### src/rtl/smpc_pkg.sv
// smpc_pkg: constants, enums and carrier structs of the sleep mode power controller
// assumes: one 250 MHz system clock; registers reached over APB with 32-bit data
package smpc_pkg;

    localparam int unsigned CLK_MHZ = 250;

    // register byte addresses
    localparam logic [7:0] CORE_CTRL_ADDR  = 8'h00;
    localparam logic [7:0] CLK_GATE_ADDR   = 8'h04;
    localparam logic [7:0] ANALOG_CTL_ADDR = 8'h08;
    localparam logic [7:0] STATUS_ADDR     = 8'h0C;

    // core_control_register fields
    localparam int unsigned CC_OFF_BIT    = 7;
    localparam int unsigned CC_PERMIT_BIT = 5;
    localparam int unsigned CC_KIND_LSB   = 3;
    localparam int unsigned CC_UNLOCK_BIT = 2;

    // analog control fields
    localparam int unsigned AN_CONV_EN_BIT = 0;
    localparam int unsigned AN_COMP_OFF    = 1;
    localparam int unsigned AN_COMP_REF    = 2;
    localparam int unsigned AN_BOD_FUSE    = 3;
    localparam int unsigned AN_XTAL_BIT    = 4;

    localparam int unsigned GATE_BITS = 4;
    localparam int unsigned GATE_CONV = 0;

    // timing counts
    localparam int unsigned UNLOCK_WIN_CYC = 4;
    localparam int unsigned OFF_DELAY_CYC  = 3;
    localparam int unsigned OFF_HOLD_CYC   = 3;
    localparam int unsigned WAKE_HOLD_CYC  = 4;
    localparam int unsigned STANDBY_CYC    = 6;
    localparam int unsigned BOD_WAKE_NS    = 60000;
    localparam int unsigned BOD_WAKE_CYC   = (BOD_WAKE_NS * CLK_MHZ) / 1000;
    localparam int unsigned START_CYC      = 16;

    typedef enum logic [1:0] {
        SK_IDLE,
        SK_CONV_QUIET,
        SK_POWER_DOWN,
        SK_STANDBY
    } smpc_kind_t;

    // clock domain enables toward the clock tree
    typedef struct packed {
        logic core;
        logic progMem;
        logic io;
        logic conv;
        logic fastPer;
        logic osc;
    } smpc_clk_t;

    // wake requests from the rest of the device
    typedef struct packed {
        logic convDone;
        logic storeReady;
        logic extLevel0;
        logic extLevel1;
        logic extEdge;
        logic pinChange;
        logic watchdogIrq;
        logic otherIrq;
    } smpc_wake_t;

endpackage

### src/rtl/smpc_ctrl.sv
// smpc_ctrl: sleep entry, clock domain gating, wake sequencing and peripheral gating
// assumes: core pulses haltReq one cycle on a halt instruction; resets of the core
// (external, watchdog, brown-out) reach reset_n, so a reset in sleep restarts all
//
// Design decisions made here: the address map and the APB register port.
module smpc_ctrl #(
    parameter int unsigned BOD_WAKE = smpc_pkg::BOD_WAKE_CYC,
    parameter int unsigned START_UP = smpc_pkg::START_CYC
) (
    input  wire logic                clk_sys,      // system clock
    input  wire logic                reset_n,      // async reset
    input  wire logic                psel,         // apb select
    input  wire logic                penable,      // apb enable
    input  wire logic                pwrite,       // apb direction
    input  wire logic [7:0]          paddr,        // apb address
    input  wire logic [31:0]         pwdata,       // apb write data
    output logic      [31:0]         prdata,       // apb read data
    output logic                     pready,       // apb ready
    output logic                     pslverr,      // apb error
    input  wire logic                haltReq,      // halt instruction pulse
    input  wire smpc_pkg::smpc_wake_t wakeIn,      // wake requests
    output smpc_pkg::smpc_clk_t      clkEn,        // clock domain enables
    output logic [smpc_pkg::GATE_BITS-1:0] perClkEn, // peripheral clock enables
    output logic                     perAccessOk, // io register access allowed, one flag, high only while no peripheral is gated
    output logic                     coreHold,     // core stalled
    output logic                     irqResume,    // pulse: run interrupt then resume
    output logic                     convStart,    // pulse: auto conversion
    output logic                     convExtended, // next conversion extended
    output logic                     bodOn,        // brownout detector enable
    output logic                     compOn,       // comparator enable
    output logic                     refOn         // voltage reference enable
);

    typedef enum logic [1:0] {
        ST_RUN,
        ST_SLEEP,
        ST_START,
        ST_HOLD
    } state_t;

    state_t      stateReg;
    state_t      stateNext;
    logic [7:0]  coreCtrlReg;
    logic [smpc_pkg::GATE_BITS-1:0] gateReg;
    logic [4:0]  analogReg;
    logic [1:0]  kindReg;
    logic        bodCutReg;
    logic [2:0]  unlockCntReg;
    logic [2:0]  offAgeReg;
    logic        offPendReg;
    logic [31:0] waitCntReg;
    logic [31:0] waitCntNext;
    logic        convPrevReg;

    // ---- apb decode
    wire         apbWr     = psel && penable && pwrite;
    wire         apbRd     = psel && penable && !pwrite;
    wire         hitCore   = (paddr == smpc_pkg::CORE_CTRL_ADDR);
    wire         hitGate   = (paddr == smpc_pkg::CLK_GATE_ADDR);
    wire         hitAnalog = (paddr == smpc_pkg::ANALOG_CTL_ADDR);
    wire         hitStatus = (paddr == smpc_pkg::STATUS_ADDR);
    wire         hitAny    = hitCore || hitGate || hitAnalog || hitStatus;
    wire         wrCore    = apbWr && hitCore;
    wire         wdOff     = pwdata[smpc_pkg::CC_OFF_BIT];
    wire         wdUnlock  = pwdata[smpc_pkg::CC_UNLOCK_BIT];

    wire         armWrite  = wrCore && wdOff && wdUnlock;
    wire         unlockOpen = (unlockCntReg != 3'h0);
    wire         offWrite  = wrCore && wdOff && !wdUnlock && unlockOpen;
    // active between three and six cycles after set
    wire         offActive = offPendReg && (offAgeReg >= 3'(smpc_pkg::OFF_DELAY_CYC));

    wire         permit    = coreCtrlReg[smpc_pkg::CC_PERMIT_BIT];
    wire [1:0]   kindSel   = coreCtrlReg[smpc_pkg::CC_KIND_LSB +: 2];
    wire         xtalSel   = analogReg[smpc_pkg::AN_XTAL_BIT];
    wire         convEn    = analogReg[smpc_pkg::AN_CONV_EN_BIT];
    wire         compOffSw = analogReg[smpc_pkg::AN_COMP_OFF];
    wire         compRef   = analogReg[smpc_pkg::AN_COMP_REF];
    wire         bodFuse   = analogReg[smpc_pkg::AN_BOD_FUSE];
    wire         asleep    = (stateReg == ST_SLEEP);
    wire         deepKind  = kindReg[1];

    wire         sleepGo   = (stateReg == ST_RUN) && haltReq && permit;

    // standby needs crystal clock option, else power down
    function automatic logic [1:0] resolve_kind(input logic [1:0] sel, input logic xtal);
        resolve_kind = (sel == 2'(smpc_pkg::SK_STANDBY) && !xtal)
                     ? 2'(smpc_pkg::SK_POWER_DOWN) : sel;
    endfunction

    // ---- wake selection per mode
    // quiet converter wake set
    wire wakeQuiet = wakeIn.convDone || wakeIn.storeReady || wakeIn.extLevel0
                   || wakeIn.extLevel1 || wakeIn.pinChange || wakeIn.watchdogIrq;
    wire wakeDeep  = wakeIn.extLevel0 || wakeIn.extLevel1 || wakeIn.pinChange
                   || wakeIn.watchdogIrq;
    wire wakeIdle  = wakeQuiet || wakeIn.extEdge || wakeIn.otherIrq;
    wire wakeHit   = (kindReg == 2'(smpc_pkg::SK_IDLE))       ? wakeIdle  :
                     (kindReg == 2'(smpc_pkg::SK_CONV_QUIET)) ? wakeQuiet : wakeDeep;

    // stretched start while detector was cut
    wire [31:0] startLen = bodCutReg ? 32'(BOD_WAKE) :
                           (kindReg == 2'(smpc_pkg::SK_STANDBY)) ? 32'(smpc_pkg::STANDBY_CYC)
                                                                  : 32'(START_UP);
    wire waitDone = (waitCntReg <= 32'h0000_0001);

    always_comb
    begin
        stateNext   = stateReg;
        waitCntNext = (waitCntReg != 32'h0) ? waitCntReg - 32'h1 : 32'h0;
        case (stateReg)
            ST_RUN:
            begin
                if (sleepGo)
                    stateNext = ST_SLEEP;
            end
            ST_SLEEP:
            begin
                if (wakeHit)
                begin
                    stateNext   = (kindReg == 2'(smpc_pkg::SK_IDLE)) ? ST_HOLD : ST_START;
                    waitCntNext = (kindReg == 2'(smpc_pkg::SK_IDLE))
                                ? 32'(smpc_pkg::WAKE_HOLD_CYC) : startLen;
                end
            end
            ST_START:
            begin
                // four extra cycles after start up
                if (waitDone)
                begin
                    stateNext   = ST_HOLD;
                    waitCntNext = 32'(smpc_pkg::WAKE_HOLD_CYC);
                end
            end
            ST_HOLD:
            begin
                if (waitDone)
                    stateNext = ST_RUN;
            end
            default:
                stateNext = ST_RUN;
        endcase
    end

    // any reset returns the sequencer to run
    always_ff @(posedge clk_sys or negedge reset_n)
    begin
        if (!reset_n)
        begin
            stateReg   <= ST_RUN;
            waitCntReg <= 32'h0;
            kindReg    <= 2'h0;
            bodCutReg  <= 1'b0;
        end
        else
        begin
            stateReg   <= stateNext;
            waitCntReg <= waitCntNext;
            if (sleepGo)
                kindReg <= resolve_kind(kindSel, xtalSel);
            // cut on deep entry while off is active, restored when run resumes
            if (sleepGo)
                bodCutReg <= offActive && kindSel[1];
            else if (stateNext == ST_RUN)
                bodCutReg <= 1'b0;
        end
    end

    // ---- registers; the brownout off bit is never written directly
    wire [7:0] ccWrVal = {1'b0, pwdata[6:3], wdUnlock, pwdata[1:0]};

    always_ff @(posedge clk_sys or negedge reset_n)
    begin
        if (!reset_n)
        begin
            coreCtrlReg <= 8'h00;
            gateReg     <= '0;
            analogReg   <= 5'h00;
        end
        else
        begin
            if (wrCore)
                coreCtrlReg <= ccWrVal;
            if (apbWr && hitGate)
                gateReg <= pwdata[smpc_pkg::GATE_BITS-1:0];
            if (apbWr && hitAnalog)
                analogReg <= pwdata[4:0];
        end
    end

    always_ff @(posedge clk_sys or negedge reset_n)
    begin
        if (!reset_n)
        begin
            unlockCntReg <= 3'h0;
            offPendReg   <= 1'b0;
            offAgeReg    <= 3'h0;
        end
        else
        begin
            if (armWrite)
                unlockCntReg <= 3'(smpc_pkg::UNLOCK_WIN_CYC);
            else if (unlockOpen)
                unlockCntReg <= unlockCntReg - 3'h1;
            // self clear after the active window
            if (offWrite)
            begin
                offPendReg <= 1'b1;
                offAgeReg  <= 3'h1;
            end
            else if (offAgeReg >= 3'(smpc_pkg::OFF_DELAY_CYC + smpc_pkg::OFF_HOLD_CYC))
            begin
                offPendReg <= 1'b0;
                offAgeReg  <= 3'h0;
            end
            else if (offPendReg)
                offAgeReg <= offAgeReg + 3'h1;
        end
    end

    // ---- output decode
    wire inSleep = asleep || (stateReg == ST_START);
    wire isIdle  = kindReg == 2'(smpc_pkg::SK_IDLE);
    wire isQuiet = kindReg == 2'(smpc_pkg::SK_CONV_QUIET);
    wire isStby  = kindReg == 2'(smpc_pkg::SK_STANDBY);
    // core and memories frozen, not cleared, via held clocks
    wire coreRun = (stateReg == ST_RUN);
    wire ioRun   = !inSleep || isIdle;
    // converter clock alive in idle and quiet
    wire convRun = !inSleep || !deepKind;
    // oscillator stops only in power down
    wire oscRun  = !inSleep || !deepKind || isStby;
    wire compAlive = !compOffSw && (!(inSleep && deepKind) || compRef);
    wire convAlive = convEn && !gateReg[smpc_pkg::GATE_CONV];
    wire bodAlive  = bodFuse && !(bodCutReg && inSleep);
    wire [smpc_pkg::GATE_BITS-1:0] perNext = {smpc_pkg::GATE_BITS{ioRun}} & ~gateReg;

    always_ff @(posedge clk_sys or negedge reset_n)
    begin
        if (!reset_n)
        begin
            clkEn        <= '1;
            perClkEn     <= '1;
            perAccessOk  <= 1'b1;
            coreHold     <= 1'b0;
            irqResume    <= 1'b0;
            convStart    <= 1'b0;
            convExtended <= 1'b1;
            convPrevReg  <= 1'b0;
            bodOn        <= 1'b0;
            compOn       <= 1'b0;
            refOn        <= 1'b0;
        end
        else
        begin
            // idle gates core and program memory only
            clkEn.core    <= coreRun;
            clkEn.progMem <= coreRun;
            clkEn.io      <= ioRun;
            clkEn.conv    <= convRun;
            clkEn.fastPer <= ioRun;
            clkEn.osc     <= oscRun;
            // gated peripherals stop and refuse access
            // clearing the gate restarts from held state
            perClkEn     <= perNext;
            perAccessOk  <= (gateReg == '0);
            coreHold     <= (stateNext != ST_RUN);
            irqResume    <= (stateReg == ST_HOLD) && waitDone;
            // auto conversion on light sleep entry
            convStart    <= sleepGo && !kindSel[1] && convAlive;
            convPrevReg  <= convAlive;
            if (convAlive && !convPrevReg)
                convExtended <= 1'b1;
            else if (convStart)
                convExtended <= 1'b0;
            bodOn        <= bodAlive;
            // comparator off in deep sleep unless referenced
            compOn       <= compAlive;
            refOn        <= bodAlive || (compAlive && compRef) || convAlive;
        end
    end

    // ---- apb read side, zero wait states
    wire [31:0] rdCore   = 32'({offActive, coreCtrlReg[6:0]});
    wire [31:0] rdStatus = 32'({bodCutReg, offPendReg, kindReg, stateReg});
    wire [31:0] rdMux = hitCore   ? rdCore :
                        hitGate   ? 32'(gateReg) :
                        hitAnalog ? 32'(analogReg) :
                        hitStatus ? rdStatus : 32'h0000_0000;

    always_ff @(posedge clk_sys or negedge reset_n)
    begin
        if (!reset_n)
        begin
            prdata  <= 32'h0000_0000;
            pready  <= 1'b0;
            pslverr <= 1'b0;
        end
        else
        begin
            prdata  <= (psel && !penable && !pwrite) ? rdMux : prdata;
            pready  <= psel && !penable;
            pslverr <= psel && !penable && !hitAny;
        end
    end

    // ---- assertions
    // no permit no sleep
    no_permit_a: assert property (@(posedge clk_sys) disable iff (!reset_n)
        (stateReg == ST_RUN && haltReq && !permit) |=> stateReg == ST_RUN)
        else $error("sleep entered without permit");
    idle_clocks_a: assert property (@(posedge clk_sys) disable iff (!reset_n)
        (asleep && isIdle) ##1 asleep |-> !clkEn.core && clkEn.io && clkEn.conv)
        else $error("idle clock pattern wrong");
    quiet_clocks_a: assert property (@(posedge clk_sys) disable iff (!reset_n)
        (asleep && isQuiet) ##1 asleep |-> !clkEn.io && clkEn.conv)
        else $error("quiet clock pattern wrong");
    deep_osc_a: assert property (@(posedge clk_sys) disable iff (!reset_n)
        (asleep && kindReg == 2'(smpc_pkg::SK_POWER_DOWN)) ##1 asleep |-> !clkEn.osc)
        else $error("oscillator running in power down");
    edge_ignored_a: assert property (@(posedge clk_sys) disable iff (!reset_n)
        (asleep && deepKind && wakeIn.extEdge && !wakeDeep) |=> asleep)
        else $error("edge woke deep sleep");
    hold_four_a: assert property (@(posedge clk_sys) disable iff (!reset_n)
        $rose(stateReg == ST_HOLD) |-> (stateReg == ST_HOLD)[*4] ##1 stateReg == ST_RUN)
        else $error("hold length wrong");
    off_window_a: assert property (@(posedge clk_sys) disable iff (!reset_n)
        offWrite |-> !offActive ##1 !offActive ##1 !offActive ##1 offActive[*4] ##1 !offActive)
        else $error("brownout off timing wrong");
    off_locked_a: assert property (@(posedge clk_sys) disable iff (!reset_n)
        (wrCore && wdOff && !wdUnlock && !unlockOpen && !offPendReg) |=> !offPendReg)
        else $error("off bit set without unlock");
    // reference off when all users off
    ref_users_a: assert property (@(posedge clk_sys) disable iff (!reset_n)
        (!bodOn && !compOn && !convAlive && !$past(convAlive)) |-> !refOn)
        else $error("reference left on");

    wake_idle_c: cover property (@(posedge clk_sys) disable iff (!reset_n)
        asleep && isIdle && wakeHit);
    wake_deep_c: cover property (@(posedge clk_sys) disable iff (!reset_n)
        asleep && deepKind && wakeHit);
    bod_cut_c: cover property (@(posedge clk_sys) disable iff (!reset_n)
        bodCutReg && asleep);

endmodule

### config.mk
export PLATFORM = sky130hd
export DESIGN_NAME = smpc_ctrl
export DESIGN_NICKNAME = d
export VERILOG_FILES = /design/src/rtl/smpc_pkg.sv /design/src/rtl/smpc_ctrl.sv
export SDC_FILE = /design/constraint.sdc
export NUM_CORES = 1
export LEC_CHECK = 0
export ABC_AREA = 0
export ABC_CLOCK_PERIOD_IN_PS = 2600
export BUFFER_PORTS_ARGS = -buffer_cell sky130_fd_sc_hd__buf_2
export CAP_MARGIN = 30
export CORE_UTILIZATION = 48
export DETAILED_ROUTE_END_ITERATION = 8
export HOLD_SLACK_MARGIN = 0.06
export PLACE_DENSITY = 0.8
export SYNTH_ARGS = -nofsm -noshare
export SYNTH_HDL_FRONTEND = slang
export SYNTH_SLANG_ARGS = --single-unit
### constraint.sdc
create_clock -name clk_sys -period 2.6 [get_ports clk_sys]
set_input_delay 0.39 -clock clk_sys [delete_from_list [all_inputs] [get_ports clk_sys]]
set_output_delay 0.39 -clock clk_sys [all_outputs]
set_load 0.01 [all_outputs]
[Yosys cells after proc, flatten, opt, wreduce, memory -nomap -nowiden]
Cells that the tools add are included.
Storage, ports and cells
  register bits: 111
  input port bits: 54
  output and inout bits: 52
  logic and storage cells: 148
Operators by class
  add/sub/neg operators: 3
  $lt $le $gt $ge: 3
  equality and inequality tests: 9
  multiplexer cells: 31
  bitwise gates (word level): 2
  reductions and logical operators: 73
Operator list (number)
  $mux W32: 3
  $pmux W32 S2: 1
  $le A32 B1 Y1 const B: 1
  $reduce_bool A32 Y1: 1
  $sub A32 B1 Y32 const B: 1
  $mux W14: 2
  $logic_and A1 B1 Y1: 27
  $logic_or A1 B1 Y1: 20
  $mux W6: 3
  $eq A8 B4 Y1 const B: 2
  $mux W3: 5
  $logic_not A1 Y1: 13
  $mux W2: 5
  $reduce_bool A2 Y1: 5
  $mux W1: 9
  $eq A2 B2 Y1 const B: 4
  $eq A8 B3 Y1 const B: 1
  $logic_not A8 Y1: 1
  $mux W8: 1
  $pmux W2 S4: 1
  $logic_not A2 Y1: 3
  $reduce_bool A3 Y1: 2
  $mux W5: 1
  $and A4 B4 Y4: 1
  other kinds (7): 8

[Depth between registers and ports, before layout]
Gate-level depths: netlist of run 1.
  word-level depth: 13
  depth in mapped cells: 8

[Least setup slack after synthesis of run 1]
OpenSTA, ideal clock, no wires.
  path type: register -> register
  start point: register waitCntReg[12]
  end point: register waitCntReg[23]
  arrival: 2520 ps
  setup slack: -40 ps
  stages on the path, launching flop included: 9
  path through: dfrtp_1 or4_1 buf_2 or4_4 buf_6 or2_4 or4_1 xor2_1 nor2_2
Between the ends
  cells in the longest elaborated chain, start to end: 4
  elaborated cells between the ends (all ways): 7
  classes of those cells: add/sub (1); order compare (1); mux (4); reduce/logical (1)
RTL lines
  start, declared: line smpc_ctrl.sv:51  | logic [31:0] waitCntReg;
  start signal, assigned: line smpc_ctrl.sv:158  | waitCntReg <= waitCntNext;
  $sub A32 B1 Y32 / $reduce_bool A32 Y1 (equally long branches): line smpc_ctrl.sv:110  | waitCntNext = (waitCntReg != 32'h0) ? waitCntReg - 32'h1 : 32'h0;
  $mux W32: line smpc_ctrl.sv:110
  $mux W32, on equally long branches: line smpc_ctrl.sv:129, smpc_ctrl.sv:119
  $pmux W32 S2 (*): line smpc_ctrl.sv:111  | case (stateReg)
  via waitCntNext[23]: line smpc_ctrl.sv:52  | logic [31:0] waitCntNext;
Mark *: on every way through the listed nets, which the timed path passes. The rest lies on a longest branch.
A chain may end at the register's enable or synchronous reset.

[Worst setup path after layout of run 1]
Same ends and word-level chain as after synthesis.

==> out/metrics.csv, run 1 <==
metric,value,unit
grt_antenna_before_repair,0,
drc_errors,0,
syn-cell-area,4360,sq um
crit_fanout,4,
critPathRequiredTime,2.86,ns
synth_cell_type_count,50,
gp_congestion,0.780,
start_util,49.7,%
drtIter0Drc,236,
grtUsageMet3,3.96,%
power.leakage,2.46,nW
ys.warnings.count,0,
p_total,0.00269,W
cts_buffer_depth,2,
async_flop_share,100,%
rsz0062_at_grt,false,
num_antenna_cells,0,
slowest_delay,0.56,ns
holdPathEnd,pready,
clk_pin_slew,0.10,ns
htree_levels,3,
hold_violations,0,
synth_top_area_share,44.2,%
slew_headroom,57.9,%
cts_sinks,87,
place_inst,609,
worst_pin_slew,0.627,ns
synth-adder-area-share,3.45,%
period_minus_slack,2.53,ns
rr_startpoint,waitCntReg[12],
grt_pass1_vias,3438,
synth_mux_area_share,4.85,%
arrival,2.79,ns
grt_busiest_layer,met2,
hpwl,6.86,mm
design_area,5000,sq um
power_density,538,nW/um^2
port_buffers,57,
wl,9.50,mm
reg2reg_to,waitCntReg[23],
synth_top_family_by_area,simple AND/OR/NAND/NOR gates,
layout.nets,581,
syn_inst,443,
synth_most_common_cell,dfrtp_1,
core,8760,sq um
clock_latency,0.37,ns
grt_use_total,21.3,%
netlist_top_cells_count,"77 x dfrtp_1, 58 x nand2_1, 58 x nor2_1, 26 x buf_4, 23 x inv_1",
layout_setup_ws,0.0702,ns
status,"finished, final reports clean",
io_pins,106,
clock.fmax,0.395,GHz
syn_avg_cell_area,9.83,sq um
fin_util,57.1,%
synthXorXnorAreaFrac,5.63,%
r2r_cells,6,
worstHoldStart,penable,
grt_overflow,0,
ir_drop,0.435,mV
maxCapViolCount,0,
synth_compound_area_share,8.47,%
die_height,97.3,um
dieArea,9460,sq um
synth_area_leaders,"dfrtp_1 44%, dfstp_2 6.0%, nand2_1 5.0%",
drtAntennaViolNets,0,
final_cells,628,
die_w,97.3,um
r2r_setup_slack,0.07,ns
postPlaceCellArea,4740,sq um
ys_ff_latch,87,
use_met1,25.1,%
std_cell_rows,34,
holdCritPathClass,primary input to register,
cts_root_buf,clkbuf_8,
grtUsageMet2,37.6,%
cts_tree,built,
drv_slew,0,
fin_crit_sh,97.3,%
cp-start-kind,register,
finClkSkew,0.0111,ns
vias,3376,
crit_chain,"or4_4, or4_4, or2_4, or4_1, xor2_1, nor2_2",
dp_slack,0.0219,ns
path_class,register to register,
drive_above_1_share,24.0,%
cp-end-kind,register,
grt_first_pass_wirelength,16.2,mm
vias_per_cell,5.38,
syn2layout_area_growth,14.9,%
setup_viol,0,
cp_slowest_cell,or4_4,
grt_max_degree,46,
ys_seq_area_share,50.3,%
numCtsBuffers,9,
critPathMostFrequentCell,or4_4,
yosys.area_share.simple,19.6,%
whs_path_depth,2,
synthFlopType,dfrtp_1,
drtPass1Iterations,4,
wl_per_cell,15.1,um
yosys.area.top_type,dfrtp_1,
synth_edf_count,0,
## cell type report
cell class	count	area (sq um)
fillers	756	3760
flip-flops and latches	87	2190
multi-input cells	319	1950
repair buffers	75	442
well taps	108	135
clock buffers	10	128
inverters	23	86.3
clock inverters	6	76.3
## state kept, by name (all words and copies together) (netlist names), 2 cells and up
name          cells
kindReg           2
stateReg          2
analogReg         5
gateReg           4
unlockCntReg      3
coreCtrlReg       7
offAgeReg         3
clkEn             4
perClkEn          4
waitCntReg       32
prdata            8
## metal layers
metal,vias up,wire length (um)
li1,1606,-
met5,-,0
met2,81,5030
met3,23,313
met1,1666,3920
met4,0,241
## logic make-up after synthesis
| logic type | count (synthesis) |
|---|---|
| compound gates | 58 |
| mux | 15 |
| xor+xnor | 28 |
| simple gates | 182 |
| buf+inv | 60 |
| fa+ha+maj | 12 |
| other cells | 1 |
| flops | 87 |
## metrics by stage
stage	hold slack (ns)	setup TNS, ns
after floorplan	0.0944	-0.0397
after CTS	0.193	0
after global routing	0.199	0
final	0.206	0
after detailed placement	0.389	0
after global placement	0.379	0
## layout by cell type (no fill, tap or decap), types with 9 or more instances in the layout
cell / count
dfstp_2: 10
nor3_1: 11
nand2_1: 58
xnor2_1: 13
nor2_1: 58
a21oi_1: 16
clkbuf_8: 9
buf_2: 56
o21ai_0: 15
ha_1: 12
mux2_2: 9
dfrtp_1: 77
inv_1: 23
nor4_1: 9
buf_4: 16
xor2_1: 15
conb_1: 24
## where the power goes
| part | total (W) | switching, W | internal, W |
|---|---|---|---|
| logic | 0.000271 | 0.000152 | 0.000119 |
| clock network | 0.000991 | 0.000529 | 0.000462 |
| registers | 0.00143 | 0.0000273 | 0.00140 |
| total | 0.00269 | 0.000708 | 0.00198 |
## critical path, delay by kind of cell, from the launching register on
| family | cells | cell delay (ns) |
|---|---|---|
| and+or+nand+nor | 5 | 1.83 |
| DFF | 1 | 0.40 |
| xor gates and xnor gates | 1 | 0.21 |
## worst max-delay path by stage
stage / startpoint / end / slack (ns) / depth (start not counted)
floorplan: waitCntReg[12] / waitCntReg[23] / -0.04 / 8
detailed placement: waitCntReg[12] / waitCntReg[26] / 0.02 / 7
global placement: waitCntReg[12] / waitCntReg[23] / 0.08 / 6
CTS: waitCntReg[12] / waitCntReg[26] / 0.008 / 7
finish: waitCntReg[12] / waitCntReg[23] / 0.07 / 6
global route: waitCntReg[12] / waitCntReg[23] / 0.002 / 6
## what timing repair did
item | in CTS | in global routing
hold buffers | 1 | 0
buffers inserted | 0 | 2
gates resized for setup | 0 | 7
hold endpoints to repair | 39 | 0
endpoints found under the setup margin | 0 | 26
No activity file was read; power rests on OpenSTA's default activity.
==> inputs of run 2 (changes only) <==
- PLACE_DENSITY: 0.8 -> 0.76
==> run 2 against run 1 <==
Utilization is the same. Design area is the same. Power shrank 1.4%. Via count shrank 1.5%. First-iteration DRC count shrank 41%. Combinational power is essentially flat. Register-to-register slack is essentially flat. Critical endpoint unchanged. Largest power group unchanged.
==> out/metrics.csv, run 2 (synthesis gave the netlist of run 1 again) <==
metric,value,unit,change
status,"finished, final reports clean",,
drive_above_1_share,23.7,%,-0.38 points
die_w,97.3,um,unchanged
finClkSkew,0.0130,ns,+0.00183 ns
drtAntennaViolNets,0,,unchanged
grt_pass1_vias,3346,,-2.7%
grt_antenna_before_repair,0,,unchanged
design_area,5000,sq um,unchanged
hold_violations,0,,unchanged
gp_congestion,0.802,,+2.8%
whs_path_depth,2,,unchanged
largest_reg_flops,32,,unchanged
nFillCells,760,,+0.53%
io_pins,106,,unchanged
drtPass1Iterations,4,,unchanged
wl,8.95,mm,-5.9%
holdPathEnd,pready,,
grt_use_total,19.8,%,-1.4 points
numCtsBuffers,9,,unchanged
cts_tree,built,,
std_cell_rows,34,,unchanged
netSwitchingFraction,24.7,%,-1.6 points
power_density,530,nW/um^2,-1.4%
clock.fmax,0.395,GHz,-0.17%
drtIter0Drc,139,,-41%
arrival,2.78,ns,about the same
fin_hold_ws,0.239,ns,+0.0333 ns
worstHoldStart,penable,,
pwr-share-seq,53.9,%,+0.8 points
postPlaceCellArea,4760,sq um,+0.42%
setup_viol,0,,unchanged
cp-start-kind,register,,
r2r_setup_slack,0.07,ns,about the same
drv_slew,0,,unchanged
power.leakage,2.46,nW,-0.14%
p_int,0.00200,W,+0.71%
critPathRequiredTime,2.84,ns,-0.02 ns
num_antenna_cells,0,,unchanged
r2r_cells,6,,unchanged
period_minus_slack,2.53,ns,+0.00424 ns
worst_pin_slew,0.630,ns,+0.00260 ns
dieArea,9460,sq um,unchanged
drc_errors,0,,unchanged
clockPowerShare,36.0,%,-0.8 points
vias_per_cell,5.29,,-1.5%
slew_headroom,57.7,%,-0.17 points
holdCritPathClass,primary input to register,,
reg_top3,"waitCntReg x32, prdata x8, coreCtrlReg x7",,
die_height,97.3,um,unchanged
power_frac_comb,10.1,%,about the same
start_util,49.7,%,unchanged
cts_buffer_depth,2,,unchanged
switching_power,0.000656,W,-7.4%
port_buffers,57,,unchanged
fin_crit_sh,97.5,%,+0.16 points
mostFrequentLayoutCell,dfrtp_1,,
crit_fanout,4,,unchanged
grt_first_pass_wirelength,15.2,mm,-6.1%
path_class,register to register,,
clock_latency,0.35,ns,-0.02 ns
vias,3325,,-1.5%
clk_pin_slew,0.09,ns,about the same
grt_overflow,0,,unchanged
regMostFlops,waitCntReg,,
htree_levels,3,,unchanged
hpwl,6.66,mm,-2.9%
syn2layout_area_growth,14.9,%,unchanged
rr_startpoint,waitCntReg[10],,
reg2reg_to,waitCntReg[23],,
layout.nets,581,,unchanged
final_cell_mix,"77 x dfrtp_1, 58 x nor2_1, 58 x nand2_1",,
maxCapViolCount,0,,unchanged
cts_sinks,87,,unchanged
grt_max_degree,46,,unchanged
cts_root_buf,clkbuf_8,,
cp-end-kind,register,,
core,8760,sq um,unchanged
wl_per_cell,14.2,um,-5.9%
ir_drop,0.458,mV,+5.4%
-- run 2: worst max path at each step --
stage | from | endpoint | slack (ns) | cells after the start
2_1_floorplan | waitCntReg[12] | waitCntReg[23] | -0.04 | 8
3_3_place_gp | waitCntReg[12] | waitCntReg[23] | 0.09 | 6
3_5_place_dp | waitCntReg[12] | waitCntReg[23] | 0.04 | 6
4_1_cts | waitCntReg[12] | waitCntReg[23] | 0.02 | 6
5_1_grt | waitCntReg[18] | waitCntReg[23] | -0.003 | 6
6_report | waitCntReg[10] | waitCntReg[23] | 0.07 | 6
-- run 2: power by group through the flow --
stage,clock network [W],registers [W],logic (W)
floorplan,0,0.00146,0.000196
global placement,0,0.00145,0.000255
detailed placement,0,0.00146,0.000272
CTS,0.000974,0.00143,0.000274
global route,0.00103,0.00144,0.000310
finish,0.000955,0.00143,0.000269
-- run 2: per-layer routing --
metal	vias to the layer above	wire, um	track usage, %
met5	-	0	0
met1	1624	3880	24.2
met3	15	330	3.67
li1	1615	-	-
met2	71	4580	35.4
met4	0	152	6.56
-- run 2: critical path, cell delays in order (launching register included) --
cell,delay (ns)
dfrtp_1,0.39
or4_4,0.55
or4_4,0.53
or2_4,0.28
or4_1,0.42
xor2_1,0.21
nor2_2,0.04
-- run 2: area by class of cell --
cell class                      instances  area (sq um)  area share (%)
Clock buffer                           12           145            2.90
Clock inverter                          4          55.1            1.10
Inverter                               23          86.3            1.73
Multi-Input combinational cell        319          1940            38.8
Sequential cell                        87          2190            43.7
Tap cell                              108           135            2.70
Timing Repair Buffer                   75           450            9.00
-- run 2: repair_timing --
item                                    4_1_cts  5_1_grt
hold buffers                                  1        0
endpoints found under the hold margin        32        0
gates resized for setup                       0        5
buffers inserted                              0        1
endpoints found under the setup margin        0       26
-- run 2: stage by stage --
stage               instances  util (%)  worst slack, ns   TNS, ns  power (W)
finish                    628      57.1           0.0660         0    0.00265
global route              628      57.1         -0.00348  -0.00348    0.00277
CTS                       627      56.7           0.0219         0    0.00268
detailed placement        610      54.3           0.0424         0    0.00173
global placement          610      54.3           0.0890         0    0.00171
floorplan                 466         -          -0.0397   -0.0397    0.00165
